File: config.mk
export PLATFORM = sky130hd
export DESIGN_NAME = bmap_top
export DESIGN_NICKNAME = d
export VERILOG_FILES = /design/src/bmap_pkg.sv /design/src/bmap_top.sv
export SDC_FILE = /design/constraint.sdc
export NUM_CORES = 1
export LEC_CHECK = 0
export BUFFER_PORTS_ARGS = -buffer_cell sky130_fd_sc_hd__buf_2
export CORE_MARGIN = 2
export CORE_UTILIZATION = 40
export CTS_BUF_LIST = sky130_fd_sc_hd__clkbuf_16
export CTS_CLUSTER_DIAMETER = 30
export DETAILED_ROUTE_END_ITERATION = 8
export GPL_ROUTABILITY_DRIVEN = 0
export PLACE_DENSITY_LB_ADDON = 0.05
export SLEW_MARGIN = 20
export SYNTH_ARGS = -nofsm -noshare
export SYNTH_HDL_FRONTEND = slang
export SYNTH_SLANG_ARGS = --single-unit
File: constraint.sdc
create_clock -name ref_clk_in -period 2.75 [get_ports ref_clk_in]
set_clock_uncertainty 0.1 [all_clocks]
set_input_delay 0 -clock ref_clk_in [delete_from_list [all_inputs] [get_ports ref_clk_in]]
set_output_delay 0 -clock ref_clk_in [all_outputs]
set_load 0.05 [all_outputs]
File: src/bmap_pkg.sv
// constants and types for boot mode capture and program map decode
// Operation
// - reset loads secure bit and map bit
// - secured plus strap high forces both zero
// - secured internal boot: narrow, no external, debug off
// - both bits set: external boot, width strap
// - secure bit changes only at reset
// - software secure bit write changes only the write-ignored flag
// - map bit writable only if secure bit set
// - chip selects start as program/data strobes
// - wide strap enables address bits 19:16 only on unsecured external boot
// - internal boot vectors at 04 0000/0002
// - narrow external boot vectors at 00 0000/0002
// - wide external boot overlays boot flash
// - narrow bus: above 00 FFFF reachable only with mid or top address pins
// - 10 0000 and up need extra pins
// - two flash blocks, independent busy and erase
package bmap_pkg;
	// program word address width, 00 0000 to 1f ffff
	localparam int PA_W = 21;
	typedef logic [PA_W-1:0] bmap_addr_t;

	// region select, one-hot
	localparam int RG_W = 5;
	typedef logic [RG_W-1:0] bmap_region_t;
	localparam bmap_region_t RG_FLASH = 5'h01;
	localparam bmap_region_t RG_BOOT  = 5'h02;
	localparam bmap_region_t RG_PRAM  = 5'h04;
	localparam bmap_region_t RG_RSVD  = 5'h08;
	localparam bmap_region_t RG_EXT   = 5'h10;
	localparam bmap_region_t RG_NONE  = 5'h00;

	// map boundaries
	localparam bmap_addr_t EXT_LO_END = 21'h00ffff;
	localparam bmap_addr_t FLASH_END  = 21'h03ffff;
	localparam bmap_addr_t BOOT_END   = 21'h043fff;
	localparam bmap_addr_t PRAM_BASE  = 21'h04f800;
	localparam bmap_addr_t PRAM_END   = 21'h04ffff;
	localparam bmap_addr_t NARROW_LIM = 21'h010000;
	localparam bmap_addr_t TOP_LIM    = 21'h100000;

	// vector locations
	localparam bmap_addr_t VEC_INT_BOOT = 21'h040000;
	localparam bmap_addr_t VEC_INT_WDOG = 21'h040002;
	localparam bmap_addr_t VEC_EXT_BOOT = 21'h000000;
	localparam bmap_addr_t VEC_EXT_WDOG = 21'h000002;

	// bit that splits the two flash blocks
	localparam int FLASH_BLK_BIT = 17;
	localparam int NBLK          = 2;

	// synchroniser depth before straps are trusted
	localparam logic [1:0] SYNC_WAIT = 2'h2;

	// reset values
	localparam logic RST_BIT  = 1'b0;
	localparam logic RST_ROLE = 1'b1;

	// capture sequence states
	typedef enum logic [2:0] {
		ST_SYNC = 3'b001,
		ST_LOAD = 3'b010,
		ST_RUN  = 3'b100
	} bmap_state_e;
endpackage : bmap_pkg

File: src/bmap_top.sv
// boot mode capture and program space region decode
`timescale 1ns/100ps
module bmap_top (
	// clock and reset
	input  wire  logic                  ref_clk_in,
	input  wire  logic                  resetn_in,
	// straps and flash state
	input  wire  logic                  external_boot_strap_in,
	input  wire  logic                  wide_address_strap_in,
	input  wire  logic                  flash_secured_in,
	// software writes to the operating mode register
	input  wire  logic                  map_select_wr_in,
	input  wire  logic                  map_select_wdata_in,
	input  wire  logic                  secure_boot_wr_in,
	// software pin reconfiguration
	input  wire  logic                  mid_addr_pins_in,
	input  wire  logic                  top_addr_pins_in,
	// fetch request
	input  wire  logic                  fetch_valid_in,
	input  wire  bmap_pkg::bmap_addr_t  fetch_addr_in,
	// flash block control
	input  wire  logic [1:0]            flash_busy_in,
	input  wire  logic [1:0]            erase_req_in,
	// mode state
	output logic                        mode_ready_out,
	output logic                        map_select_bit_out,
	output logic                        secure_boot_bit_out,
	output logic                        wide_bus_out,
	output logic                        debug_enable_out,
	output logic                        ext_pspace_allow_out,
	output logic [3:0]                  addr_hi_pins_out,
	output logic                        chip_select_zero_out,
	output logic                        chip_select_one_out,
	output logic                        sb_write_ignored_out,
	// vectors
	output bmap_pkg::bmap_addr_t        boot_vector_out,
	output bmap_pkg::bmap_addr_t        wdog_vector_out,
	// fetch answer
	output bmap_pkg::bmap_region_t      region_out,
	output logic                        flash_block_out,
	output logic                        fetch_stall_out,
	// flash erase launch
	output logic [1:0]                  mass_erase_out
);
	import bmap_pkg::*;

	// reachability of external space for a given address
	function automatic logic ext_reach(
		input bmap_addr_t a,
		input logic       sec,
		input logic       wide,
		input logic       mid,
		input logic       top
	);
		logic r;
		r = 1'b0;
		if (!sec) begin
			r = 1'b0;
		end else if (a >= TOP_LIM) begin
			r = top;
		end else if (a >= NARROW_LIM) begin
			r = wide | mid | top;
		end else begin
			r = 1'b1;
		end
		return r;
	endfunction : ext_reach

	// region of one fetch address
	function automatic bmap_region_t map_region(
		input bmap_addr_t a,
		input logic       ext_map,
		input logic       wide,
		input logic       reach
	);
		bmap_region_t r;
		r = RG_RSVD;
		if (ext_map && !wide && a <= EXT_LO_END) begin
			r = RG_EXT;
		end else if (a <= FLASH_END) begin
			r = RG_FLASH;
		end else if (a <= BOOT_END) begin
			// wide external boot shadows boot flash
			r = (ext_map && wide) ? RG_EXT : RG_BOOT;
		end else if (a < PRAM_BASE) begin
			r = RG_RSVD;
		end else if (a <= PRAM_END) begin
			r = RG_PRAM;
		end else begin
			// unreachable external falls back to reserved
			r = reach ? RG_EXT : RG_RSVD;
		end
		return r;
	endfunction : map_region

	// strap synchronisers, first stage read only by second
	logic        xb_s1_q;   // external boot, stage one
	logic        xb_s2_q;   // external boot, stage two
	logic        wa_s1_q;   // wide strap, stage one
	logic        wa_s2_q;   // wide strap, stage two

	// capture sequence
	bmap_state_e st_q;      // sequence state
	bmap_state_e st_d;
	logic [1:0]  cnt_q;     // sync wait count
	logic [1:0]  cnt_d;

	// mode bits
	logic        sec_q;     // secure boot bit
	logic        sec_d;
	logic        map_q;     // map select bit
	logic        map_d;
	logic        wide_q;    // wide bus chosen at boot
	logic        wide_d;
	logic        ign_q;     // secure bit write dropped
	logic        ign_d;

	// fetch answer
	bmap_region_t rg_q;
	bmap_region_t rg_d;
	logic        blk_q;
	logic        blk_d;
	logic        stall_q;
	logic        stall_d;
	logic [1:0]  ers_q;
	logic [1:0]  ers_d;
	bmap_addr_t  bv_q;
	bmap_addr_t  bv_d;
	bmap_addr_t  wv_q;
	bmap_addr_t  wv_d;

	// pins are asynchronous: two flops before any use
	always_ff @(posedge ref_clk_in or negedge resetn_in) begin
		if (!resetn_in) begin
			xb_s1_q <= RST_BIT;
			xb_s2_q <= RST_BIT;
			wa_s1_q <= RST_BIT;
			wa_s2_q <= RST_BIT;
		end else begin
			xb_s1_q <= external_boot_strap_in;
			xb_s2_q <= xb_s1_q;
			wa_s1_q <= wide_address_strap_in;
			wa_s2_q <= wa_s1_q;
		end
	end

	// capture sequence and mode bits, next values
	always_comb begin
		st_d   = st_q;
		cnt_d  = cnt_q;
		sec_d  = sec_q;
		map_d  = map_q;
		wide_d = wide_q;
		ign_d  = 1'b0;
		unique case (st_q)
			// wait until synchronisers hold real strap levels
			ST_SYNC: begin
				cnt_d = cnt_q + 2'h1;
				if (cnt_q == SYNC_WAIT) begin
					st_d = ST_LOAD;
				end
			end
			// straps are caught once, after reset release
			ST_LOAD: begin
				sec_d  = ~flash_secured_in;
				// secured part cannot boot externally
				map_d  = xb_s2_q & ~flash_secured_in;
				// width strap matters only for external boot
				wide_d = xb_s2_q & ~flash_secured_in & wa_s2_q;
				st_d   = ST_RUN;
			end
			// normal operation
			ST_RUN: begin
				// secure bit left alone: only reset reloads it
				sec_d = sec_q;
				if (map_select_wr_in && sec_q) begin
					map_d = map_select_wdata_in;
				end
				// write is acknowledged but discarded
				ign_d = secure_boot_wr_in;
			end
		endcase
	end

	// capture sequence and mode bits, registers
	always_ff @(posedge ref_clk_in or negedge resetn_in) begin
		if (!resetn_in) begin
			st_q   <= ST_SYNC;
			cnt_q  <= 2'h0;
			sec_q  <= RST_BIT;
			map_q  <= RST_BIT;
			wide_q <= RST_BIT;
			ign_q  <= RST_BIT;
		end else begin
			st_q   <= st_d;
			cnt_q  <= cnt_d;
			sec_q  <= sec_d;
			map_q  <= map_d;
			wide_q <= wide_d;
			ign_q  <= ign_d;
		end
	end

	// fetch decode and flash control, next values
	always_comb begin
		logic       ext_map;
		logic       reach;
		logic       blk;
		ext_map = map_q & sec_q;
		reach   = 1'b0;
		blk     = fetch_addr_in[FLASH_BLK_BIT];
		rg_d    = RG_NONE;
		blk_d   = 1'b0;
		stall_d = 1'b0;
		ers_d   = 2'h0;
		// vectors follow the current map
		if (ext_map && !wide_q) begin
			bv_d = VEC_EXT_BOOT;
			wv_d = VEC_EXT_WDOG;
		end else begin
			// internal boot, or wide external shadow
			bv_d = VEC_INT_BOOT;
			wv_d = VEC_INT_WDOG;
		end
		if (st_q == ST_RUN) begin
			reach = ext_reach(fetch_addr_in, sec_q, wide_q,
				mid_addr_pins_in, top_addr_pins_in);
			if (fetch_valid_in) begin
				rg_d = map_region(fetch_addr_in, ext_map,
					wide_q, reach);
				if (rg_d == RG_FLASH) begin
					// only the busy block holds execution
					blk_d   = blk;
					stall_d = flash_busy_in[blk];
				end
			end
			// each block erases on its own request
			for (int b = 0; b < NBLK; b++) begin
				ers_d[b] = erase_req_in[b] &
					~flash_busy_in[b];
			end
		end
	end

	// fetch decode and flash control, registers
	always_ff @(posedge ref_clk_in or negedge resetn_in) begin
		if (!resetn_in) begin
			rg_q    <= RG_NONE;
			blk_q   <= RST_BIT;
			stall_q <= RST_BIT;
			ers_q   <= 2'h0;
			bv_q    <= VEC_INT_BOOT;
			wv_q    <= VEC_INT_WDOG;
		end else begin
			rg_q    <= rg_d;
			blk_q   <= blk_d;
			stall_q <= stall_d;
			ers_q   <= ers_d;
			bv_q    <= bv_d;
			wv_q    <= wv_d;
		end
	end

	// pin roles, registered from mode state
	logic        rdy_q;     // straps captured
	logic        rdy_d;
	logic        dbg_q;     // debug unit enable
	logic        dbg_d;
	logic        extp_q;    // external p-space allowed
	logic        extp_d;
	logic [3:0]  hi_q;      // gpio as address 19:16
	logic [3:0]  hi_d;
	logic        psel_q;    // chip select zero is program strobe
	logic        psel_d;
	logic        dsel_q;    // chip select one is data strobe
	logic        dsel_d;

	// role next values; taken from next mode bits so both land together
	always_comb begin
		rdy_d  = (st_q == ST_RUN);
		// secured part keeps debug and external p-space shut
		dbg_d  = sec_d;
		extp_d = sec_d;
		// a20-23 are never touched here
		hi_d   = {4{wide_d}};
		// older bus family roles, held constant: no input moves them
		psel_d = RST_ROLE;
		dsel_d = RST_ROLE;
	end

	// role flops; chip select roles fixed out of reset
	always_ff @(posedge ref_clk_in or negedge resetn_in) begin
		if (!resetn_in) begin
			rdy_q  <= RST_BIT;
			dbg_q  <= RST_BIT;
			extp_q <= RST_BIT;
			hi_q   <= 4'h0;
			psel_q <= RST_ROLE;
			dsel_q <= RST_ROLE;
		end else begin
			rdy_q  <= rdy_d;
			dbg_q  <= dbg_d;
			extp_q <= extp_d;
			hi_q   <= hi_d;
			psel_q <= psel_d;
			dsel_q <= dsel_d;
		end
	end

	// outputs straight from flops
	assign mode_ready_out         = rdy_q;
	assign map_select_bit_out     = map_q;
	assign secure_boot_bit_out    = sec_q;
	assign wide_bus_out           = wide_q;
	assign debug_enable_out       = dbg_q;
	assign ext_pspace_allow_out   = extp_q;
	assign addr_hi_pins_out       = hi_q;
	assign chip_select_zero_out   = psel_q;
	assign chip_select_one_out    = dsel_q;
	assign sb_write_ignored_out   = ign_q;
	assign boot_vector_out        = bv_q;
	assign wdog_vector_out        = wv_q;
	assign region_out             = rg_q;
	assign flash_block_out        = blk_q;
	assign fetch_stall_out        = stall_q;
	assign mass_erase_out         = ers_q;
endmodule : bmap_top

# After elaboration in Yosys (flattened, before gate mapping)
# Index checks and enable logic that the tools add are counted.
[op_classes]
n_addsub = 1
order_cmp = 8
eq_ne = 7
mux = 32
n_bitwise = 10
reduce_logical = 9
[ops]
columns = ["op", "count"]
rows = [
  ["5-bit 2-to-1 mux", 11],
  ["21-bit by 19-bit <= comparator with 1-bit output (second input constant)", 2],
  ["19-bit 2-to-1 mux", 2],
  ["21-bit by 17-bit >= comparator with 1-bit output (second input constant)", 1],
  ["21-bit >= comparator (second input constant)", 1],
  ["21-bit by 16-bit <= comparator with 1-bit output (second input constant)", 1],
  ["21-bit by 18-bit <= comparator with 1-bit output (second input constant)", 1],
  ["21-bit by 19-bit less-than comparator with 1-bit output (second input constant)", 1],
  ["1-bit 2-to-1 mux", 15],
  ["3-bit one-hot mux with 2 select lines", 1],
  ["1-bit bitwise AND", 5],
  ["5-bit by 1-bit == test with 1-bit output (second input constant)", 1],
  ["1-bit logical AND", 4],
  ["2-bit AND reduction", 2],
  ["2-bit nonzero test", 2],
  ["3-bit by 1-bit == test with 1-bit output (second input constant)", 1],
  ["3-bit by 2-bit == test with 1-bit output (second input constant)", 1],
  ["3-bit == test (second input constant)", 1],
  ["3-bit 2-to-1 mux", 1],
  ["1-bit inverter", 3],
  ["2-bit by 1-bit adder with 2-bit output (second input constant)", 1],
  ["2-bit == test (second input constant)", 1],
  ["1-bit by 2-bit less-than comparator with 1-bit output (second input constant)", 1],
  ["2-bit 2-to-1 mux", 1],
  ["other kinds (5)", 6],
]
[word_totals]
ff_bits = 62
output_inout_bits = 64
word_cells = 85

# Longest topological paths before layout
# Gate-level depths: netlist of run 1.
[depth]
ltp_word = 18
depth_mapped = 4

# Least setup slack after synthesis of run 1
# No wires, ideal clock.
[synth_timing]
path_type = "register to register"
start = "reg st_q[1]"
end = "reg rg_q[4], in the netlist region_out[4]"
arrival_time_ns = 1.379
required_ns = 2.575
slack_ns = 1.196
stages_incl_launch_ff = 5
synth_period_minus_slack_ns = 1.554
path_cell_list = "dfrtp_1 nor3b_2 nand3_1 or3_4 o21ai_2"
[synth_via]
elab_chain_cells = 2
[synth_lines]
columns = ["item", "line_no", "text"]
rows = [
  ["start: declaration", "bmap_top.sv:103", "bmap_state_e st_q;"],
  ["start signal: assignment", "bmap_top.sv:195", "st_q <= st_d;"],
  ["3-bit == test", "--", ""],
  ["net rdy_d", "bmap_top.sv:266", "logic rdy_d;"],
  ["5-bit 2-to-1 mux", "bmap_top.sv:225", "if (st_q == ST_RUN) begin"],
  ["net rg_d[4]", "bmap_top.sv:120", "bmap_region_t rg_d;"],
  ["end signal: assignment", "bmap_top.sv:255", "rg_q <= rg_d;"],
  ["end: declaration", "bmap_top.sv:119", "bmap_region_t rg_q;"],
]
# The timed path passes the listed nets, and every way through them passes these cells.
# A chain may end at the register's enable or synchronous reset.

# Worst setup path after layout of run 1
[layout_timing]
start = "reg st_q[1]"
end = "reg rg_q[2], in the netlist region_out[2]"
# Same word-level chain as after synthesis.

==> Implementation_results.wiki, run 1 <==
{| class="wikitable"
! Metric !! Value
|-
| Outcome || finished, final reports clean
|-
| Root buffer selected by CTS || clkbuf_16
|-
| Ratio of cells with drive above 1 in the final layout || 0.335
|-
| DP Cell Count || 231
|-
| Flip-flop and latch count after synthesis || 24
|-
| Syn avg cell area || 9.99 sq um
|-
| Register area share after synthesis || 0.441
|-
| Commonest non-fill, non-tap cell in the layout || buf_2
|-
| Syn Std Cell Area || 0.00137 sq mm
|-
| Setup fix buffers added after clock tree synthesis || 0
|-
| Worst hold-check slack || 0.0329 ns
|-
| Least-Margin Pin Slew || 0.518 ns
|-
| Yosys warns || 0
|-
| Kind of capture point of the worst setup path || flip-flop
|-
| RSZ-0062 raised after global routing || no
|-
| Count of cells resized by post-cts repair || 0
|-
| Design internal power || 0.586 mW
|-
| Chip height || 62.5 um
|-
| Part of the total power dissipated in the clock network || 0.359
|-
| Post-Route WL || 2420 um
|-
| Clock sink total || 24
|-
| Std-Cell Rows || 21
|-
| Dpl hpwl || 1920 um
|-
| Syn Inst Count || 137
|-
| Residual overflow from global routing || 0
|-
| Worst-case vdd ir drop || 0.415 mV
|-
| Boundary Pins || 100
|-
| Switching portion of total power || 0.307
|-
| Final net count || 244
|-
| Clock slew at reported path FFs || 0.06 ns
|-
| Maximum number of pins on one net before global-route repair || 25
|-
| DR WL/cell || 9.60 um
|-
| Detailed-route DRC error count || 0
|-
| Clock tree from TritonCTS || built
|-
| Crit path DAT || 2.40 ns
|-
| Setup total negative slack || 0 ns
|-
| Detailed-route via count || 1035
|-
| CTS buffer count || 3
|-
| Count of cell types in the netlist || 37
|-
| Fraction of registers with async set/reset || 1.00
|-
| Global-route wire length before repair || 3660 um
|-
| Via count of the first global-routing pass || 833
|-
| Most frequent cells in the layout || buf_2 (57), conb_1 (42), dfrtp_1 (22)
|-
| Critical Path RT || 2.84 ns
|-
| Clk buf depth || 2
|-
| Largest driver fanout on the critical path || 9
|-
| Comb pwr share || 0.219
|-
| Power density over the cells || 485 mW/mm^2
|-
| Setup CP Type || flip-flop to flip-flop
|-
| Die outline width || 62.5 um
|-
| Detailed router's first-iteration violation count || 10
|-
| Highest Clock Rate || 433 MHz
|-
| Number of buffers inserted for hold repair after clock tree synthesis || 17
|-
| Final slew viol count || 0
|-
| Reg2Reg Setup Slack || 0.44 ns
|-
| # H-tree levels || 1
|-
| Post-layout instance count excluding filler cells || 252
|-
| Area growth from synthesis to final layout || 27.3%
|-
| Pre-Repair DR Iteration Count || 4
|-
| Leading cell types by total area after synthesis || dfrtp_1 (40%), buf_4 (27%), dfstp_2 (3.8%)
|-
| Quantity of I/O buffers inserted on ports || 57
|-
| Critical Path Start Type || flip-flop
|-
| CORE AREA || 0.00331 sq mm
|-
| Effective utilization at floorplan || 0.413
|-
| Mean number of vias per cell || 4.11
|-
| Number of enable-type register cells in the synthesized netlist || 0
|-
| Top flip-flop cell by instance count after synthesis || dfrtp_1
|-
| Switching component of the power || 0.259 mW
|-
| Hold violation total from the final report || 0
|-
| Clock latency on the worst-skew pair || 0.25 ns
|-
| Die area || 0.00391 sq mm
|-
| Slew headroom || 0.655
|-
| Worst hold-check path type || primary input to flip-flop
|-
| Antenna violations before repair || 0
|-
| Share of total power in sequential cells || 0.422
|-
| Antenna diode count || 0
|-
| Count of maximum capacitance violations || 0
|-
| Aggregate global-route resource usage || 0.115
|-
| Min Clock Period, post-route || 2.31 ns
|-
| Leakage component of the power || 0.922 nW
|-
| Setup violations, final || 0
|-
| Antenna-violating nets left || 0
|-
| Area share of the leading cell type in the synthesized netlist || 0.402
|-
| Final Cycle Share || 0.840
|-
| Sum of internal, switching and leakage power || 0.845 mW
|-
| Top cell type by total area after synthesis || dfrtp_1
|}
## registers in the layout, summed over array words and instances, names as in the netlist, 2 cells and up
signal and flops:
region_out 5, st_q 3, cnt_q 2, mass_erase_out 2
## stage by stage
stage                     setup WS, ns   util  area [sq um]
after floorplan                   1.20      -          1520
after global placement            1.05  0.451          1490
after detailed placement         0.987  0.451          1490
after CTS                        0.478  0.526          1740
after global routing             0.317  0.526          1740
final                            0.440  0.526          1740
## critical path, stage by stage, from the launching register on
cell and delay, ns:
dfrtp_1 0.43, nor3b_2 0.47, nand3_1 0.17, or2b_1 0.27
nor4_1 0.22, dlygate4sd3_1 0.59
## power by group through the flow
stage	sequential (mW)	clock [mW]	combinational (mW)
global route	0.357	0.333	0.194
global placement	0.363	0	0.168
floorplan	0.363	0	0.180
CTS	0.357	0.315	0.184
finish	0.357	0.303	0.185
detailed placement	0.363	0	0.169
## cells in the mapped netlist, types with 2 or more instances
cell type / count
nor3_1: 2
o211ai_1: 2
inv_1: 5
nand2_1: 8
and2_1: 2
dfrtp_1: 22
o21ai_0: 5
and3b_1: 2
nor2_1: 3
dfstp_2: 2
nand4_1: 2
nand3_1: 5
buf_4: 49
nor4_1: 4
conb_1: 2
## area by class of cell
| type | count | area (sq um) |
|---|---|---|
| tap | 46 | 57.6 |
| clock buffer | 3 | 75.1 |
| multi-input combinational | 99 | 529 |
| clock inverter | 1 | 3.75 |
| timing repair buffer | 74 | 455 |
| fill | 312 | 1570 |
| inverter | 5 | 18.8 |
| sequential | 24 | 603 |
## final timing paths
check / from / endpoint / depth (start not counted)
worst min-delay path: map_select_wr_in / map_select_bit_out / 4
worst min register to register: wa_s1_q / wa_s2_q / 0
worst max register to register: st_q[1] / region_out[2] / 5
max in group asynchronous: resetn_in / st_q[0] / 2
min in group asynchronous: resetn_in / mass_erase_out[1] / 2
worst max-delay path: st_q[1] / region_out[2] / 5
## layer usage
layer | global-route usage | share of wire | up-vias | wire length, um
met5 | 0 | 0 | - | 0
met4 | 0.0167 | 0.0041 | 0 | 10
met2 | 0.192 | 0.48 | 48 | 1170
li1 | - | - | 506 | -
met3 | 0.0432 | 0.074 | 2 | 179
met1 | 0.146 | 0.44 | 479 | 1060
## cells by family (layout without fill, tap and decap cells)
group                    count (synthesis)  count (layout)  synth area share
AO/OA/AOI/OAI                           14              14            0.0667
AND/OR/NAND/NOR                         39              39             0.174
buffers and inverters                   54              83             0.282
adder cells (fa/ha/maj)                  1               1           0.00914
flip-flops                              24              24             0.441
other                                    2              42           0.00549
multiplexers                             2               2            0.0155
XOR/XNOR                                 1               1           0.00640
Note: power is estimated with default switching activity, not from simulation.
==> run 2: changes to the inputs <==
ABC_AREA = 1   (was not set)
clock period = 2.19 ns   (was 2.75 ns; I/O delays follow)
==> run 2 against run 1 <==
Net effect: die area grew 1.3%; clock power grew 68%; final area shrank 1.7%; first-iteration DRC count grew to 3.5 times the previous value; synthesized area grew 1.4%; fmax grew 26%; total power grew 40%.
==> Implementation_results.wiki, run 2 <==
{| class="wikitable"
! Metric !! Value
|-
| Outcome || finished, final reports clean (unchanged)
|-
| Top flip-flop cell by instance count after synthesis || dfrtp_1 (unchanged)
|-
| Clk buf depth || 2 (unchanged)
|-
| Count of cell types in the netlist || 23 (was 37)
|-
| Power density over the cells || 692 mW/mm^2 (was 485 mW/mm^2)
|-
| Final slew viol count || 0 (unchanged)
|-
| Via count of the first global-routing pass || 953 (was 833)
|-
| Post-placement cell area || 0.00146 sq mm (was 0.00149 sq mm)
|-
| Min Clock Period, post-route || 1.83 ns (was 2.31 ns)
|-
| Std-Cell Rows || 21 (unchanged)
|-
| Detailed router's first-iteration violation count || 35 (was 10)
|-
| Most common library cells after synthesis || buf_4 (49), dfrtp_1 (22), inv_1 (20) (was buf_4 (49), dfrtp_1 (22), nand2_1 (8))
|-
| Crit path DAT || 1.93 ns (was 2.40 ns)
|-
| Clock latency on the worst-skew pair || 0.25 ns (about the same)
|-
| Boundary Pins || 100 (unchanged)
|-
| Antenna diode count || 0 (unchanged)
|-
| Residual overflow from global routing || 0 (unchanged)
|-
| Aggregate global-route resource usage || 0.128 (was 0.115)
|-
| Switching component of the power || 0.339 mW (was 0.259 mW)
|-
| Worst-case vdd ir drop || 0.298 mV (was 0.415 mV)
|-
| Critical Path RT || 2.28 ns (was 2.84 ns)
|-
| Commonest non-fill, non-tap cell in the layout || buf_2 (unchanged)
|-
| Clock slew at reported path FFs || 0.06 ns (about the same)
|-
| Ratio of cells with drive above 1 in the final layout || 0.272 (was 0.335)
|-
| Leading cell types by total area after synthesis || dfrtp_1 (40%), buf_4 (27%), inv_1 (5.4%) (was dfrtp_1 (40%), buf_4 (27%), dfstp_2 (3.8%))
|-
| Yosys warns || 0 (unchanged)
|-
| Root buffer selected by CTS || clkbuf_16 (unchanged)
|-
| Slew headroom || 0.658 (was 0.655)
|-
| Final net count || 255 (was 244)
|-
| Worst hold stages || 4 (unchanged)
|-
| Post-Route WL || 2380 um (was 2420 um)
|-
| Start of the worst register-to-register path || st_q[0] (was st_q[1])
|-
| Clock tree from TritonCTS || built (unchanged)
|-
| Design internal power || 0.846 mW (was 0.586 mW)
|-
| Fraction of registers with async set/reset || 1.00 (unchanged)
|-
| Clock sink total || 24 (unchanged)
|-
| Syn Inst Count || 161 (was 137)
|-
| Comb pwr share || 0.192 (was 0.219)
|-
| Mean number of vias per cell || 3.88 (was 4.11)
|-
| Final Cycle Share || 0.837 (was 0.840)
|-
| Part of the total power dissipated in the clock network || 0.430 (was 0.359)
|-
| Worst path setup slack after routing || 0.356 ns (was 0.440 ns)
|-
| Pre-Repair DR Iteration Count || 4 (unchanged)
|-
| Maximum number of pins on one net before global-route repair || 25 (unchanged)
|-
| Critical Path Start Type || flip-flop (unchanged)
|-
| Area growth from synthesis to final layout || 23.4% (was 27.3%)
|-
| Die area || 0.00396 sq mm (was 0.00391 sq mm)
|-
| Path depth of the worst reg2reg path || 6 (was 5)
|-
| Reg2Reg Setup Slack || 0.36 ns (was 0.44 ns)
|-
| Area share of the leading cell type in the synthesized netlist || 0.397 (was 0.402)
|-
| # H-tree levels || 1 (unchanged)
|-
| Switching portion of total power || 0.286 (was 0.307)
|-
| Final core occ || 0.513 (was 0.526)
|-
| Highest Clock Rate || 545 MHz (was 433 MHz)
|-
| Least-Margin Pin Slew || 0.512 ns (was 0.518 ns)
|-
| Dpl hpwl || 1810 um (was 1920 um)
|-
| Setup violations, final || 0 (unchanged)
|-
| RSZ-0062 raised after global routing || no (unchanged)
|-
| Startpoint of the most critical hold path || fetch_addr_in[14] (was map_select_wr_in)
|-
| Flip-flop and latch count after synthesis || 24 (unchanged)
|-
| Antenna violations before repair || 0 (unchanged)
|-
| Flip-flop count of the largest register, all copies and words added || 5 (unchanged)
|-
| Detailed-route DRC error count || 0 (unchanged)
|-
| Antenna-violating nets left || 0 (unchanged)
|-
| Effective utilization at floorplan || 0.416 (was 0.413)
|-
| Top cell type by total area after synthesis || dfrtp_1 (unchanged)
|-
| Register area share after synthesis || 0.435 (was 0.441)
|-
| Worst flop-to-flop path endpoint || fetch_stall_out (was region_out[2])
|-
| Syn avg cell area || 8.62 sq um (was 9.99 sq um)
|-
| Global-route wire length before repair || 4020 um (was 3660 um)
|-
| CTS buffer count || 3 (unchanged)
|-
| CORE AREA || 0.00334 sq mm (was 0.00331 sq mm)
|-
| Worst setup slack after placement || 0.875 ns (was 0.987 ns)
|-
| Die outline width || 62.9 um (was 62.5 um)
|-
| Setup total negative slack || 0 ns (unchanged)
|-
| Syn Std Cell Area || 0.00139 sq mm (was 0.00137 sq mm)
|-
| Quantity of I/O buffers inserted on ports || 46 (was 57)
|-
| Leakage component of the power || 0.988 nW (was 0.922 nW)
|-
| End point of the most critical hold path || region_out[1] (was map_select_bit_out)
|-
| Hold violation total from the final report || 0 (unchanged)
|-
| Worst hold-check path type || primary input to flip-flop (unchanged)
|-
| DR WL/cell || 9.06 um (was 9.60 um)
|-
| Setup CP Type || flip-flop to flip-flop (unchanged)
|-
| Chip height || 62.9 um (was 62.5 um)
|-
| Number of enable-type register cells in the synthesized netlist || 0 (unchanged)
|-
| Share of total power in sequential cells || 0.378 (was 0.422)
|-
| Post-route cell area || 0.00171 sq mm (was 0.00174 sq mm)
|-
| Largest driver fanout on the critical path || 5 (was 9)
|-
| Detailed-route via count || 1021 (was 1035)
|-
| Most used standard cell by instance count after synthesis || buf_4 (unchanged)
|-
| Kind of capture point of the worst setup path || flip-flop (unchanged)
|-
| Most frequent cells in the layout || buf_2 (46), conb_1 (42), dfrtp_1 (22) (was buf_2 (57), conb_1 (42), dfrtp_1 (22))
|-
| Count of maximum capacitance violations || 0 (unchanged)
|}
## run 2: worst max-delay path by stage
stage	from	endpoint	slack (ns)	cells past startpoint
3_3_place_gp	st_q[0]	fetch_stall_out	0.91	5
4_1_cts	st_q[0]	fetch_stall_out	0.34	6
5_1_grt	st_q[0]	fetch_stall_out	0.18	6
6_report	st_q[0]	fetch_stall_out	0.36	6
3_5_place_dp	st_q[0]	region_out[1]	0.88	5
2_1_floorplan	addr_hi_pins_out[0]	fetch_stall_out	0.75	6
## run 2: kinds of logic after synthesis
family                     after synthesis  synth area share
AOI/OAI and AO/OA                       13            0.0532
xor gates and xnor gates                 1           0.00631
adders and majority gates                1           0.00902
buffers and inverters                   69             0.319
DFF                                     24             0.435
other                                    2           0.00541
and+or+nand+nor                         51             0.172
## run 2: final cells by class
type | count | area [sq um]
clock buffer | 3 | 75.1
clock inverter | 1 | 30.0
fill | 336 | 1620
inverter | 20 | 75.1
multi-input combinational | 108 | 492
sequential | 24 | 603
tap | 46 | 57.6
timing repair buffer | 61 | 380
## run 2: metrics by stage
| step | hold WS [ns] | power (mW) | cells |
|---|---|---|---|
| after global placement | -0.0972 | 0.667 | 244 |
| after global routing | 0.0823 | 1.24 | 263 |
| after CTS | 0.0562 | 1.20 | 263 |
| after detailed placement | -0.0951 | 0.668 | 244 |
| final | 0.0663 | 1.19 | 263 |
| after floorplan | -0.396 | 0.691 | 201 |
## run 2: power groups by stage
stage          sequential (mW)  clock (mW)  combinational (mW)
6_report                 0.448       0.509               0.228
5_1_grt                  0.448       0.551               0.240
4_1_cts                  0.448       0.526               0.227
3_5_place_dp             0.457           0               0.212
3_3_place_gp             0.456           0               0.211
2_1_floorplan            0.456           0               0.235
## run 2: layer usage
| layer | global-route usage | up-vias | share of wire |
|---|---|---|---|
| met5 | 0 | - | 0 |
| met4 | 0.0556 | 0 | 0.011 |
| met3 | 0.0306 | 2 | 0.065 |
| met2 | 0.229 | 49 | 0.52 |
| met1 | 0.144 | 452 | 0.40 |
| li1 | - | 518 | - |
## run 2: timing repair
action / CTS / global route
setup buffers: 0 / 0
hold endpoints to repair: 39 / 0
gates resized for setup: 0 / 0
hold buffers: 15 / 0
## run 2: worst max-delay path, stage by stage, from the launching register on
cell and delay [ns]:
dfstp_2 0.36, inv_1 0.12, nand3_2 0.15, inv_1 0.19, nand3_1 0.16, a21oi_1 0.14, dlygate4sd3_1 0.55
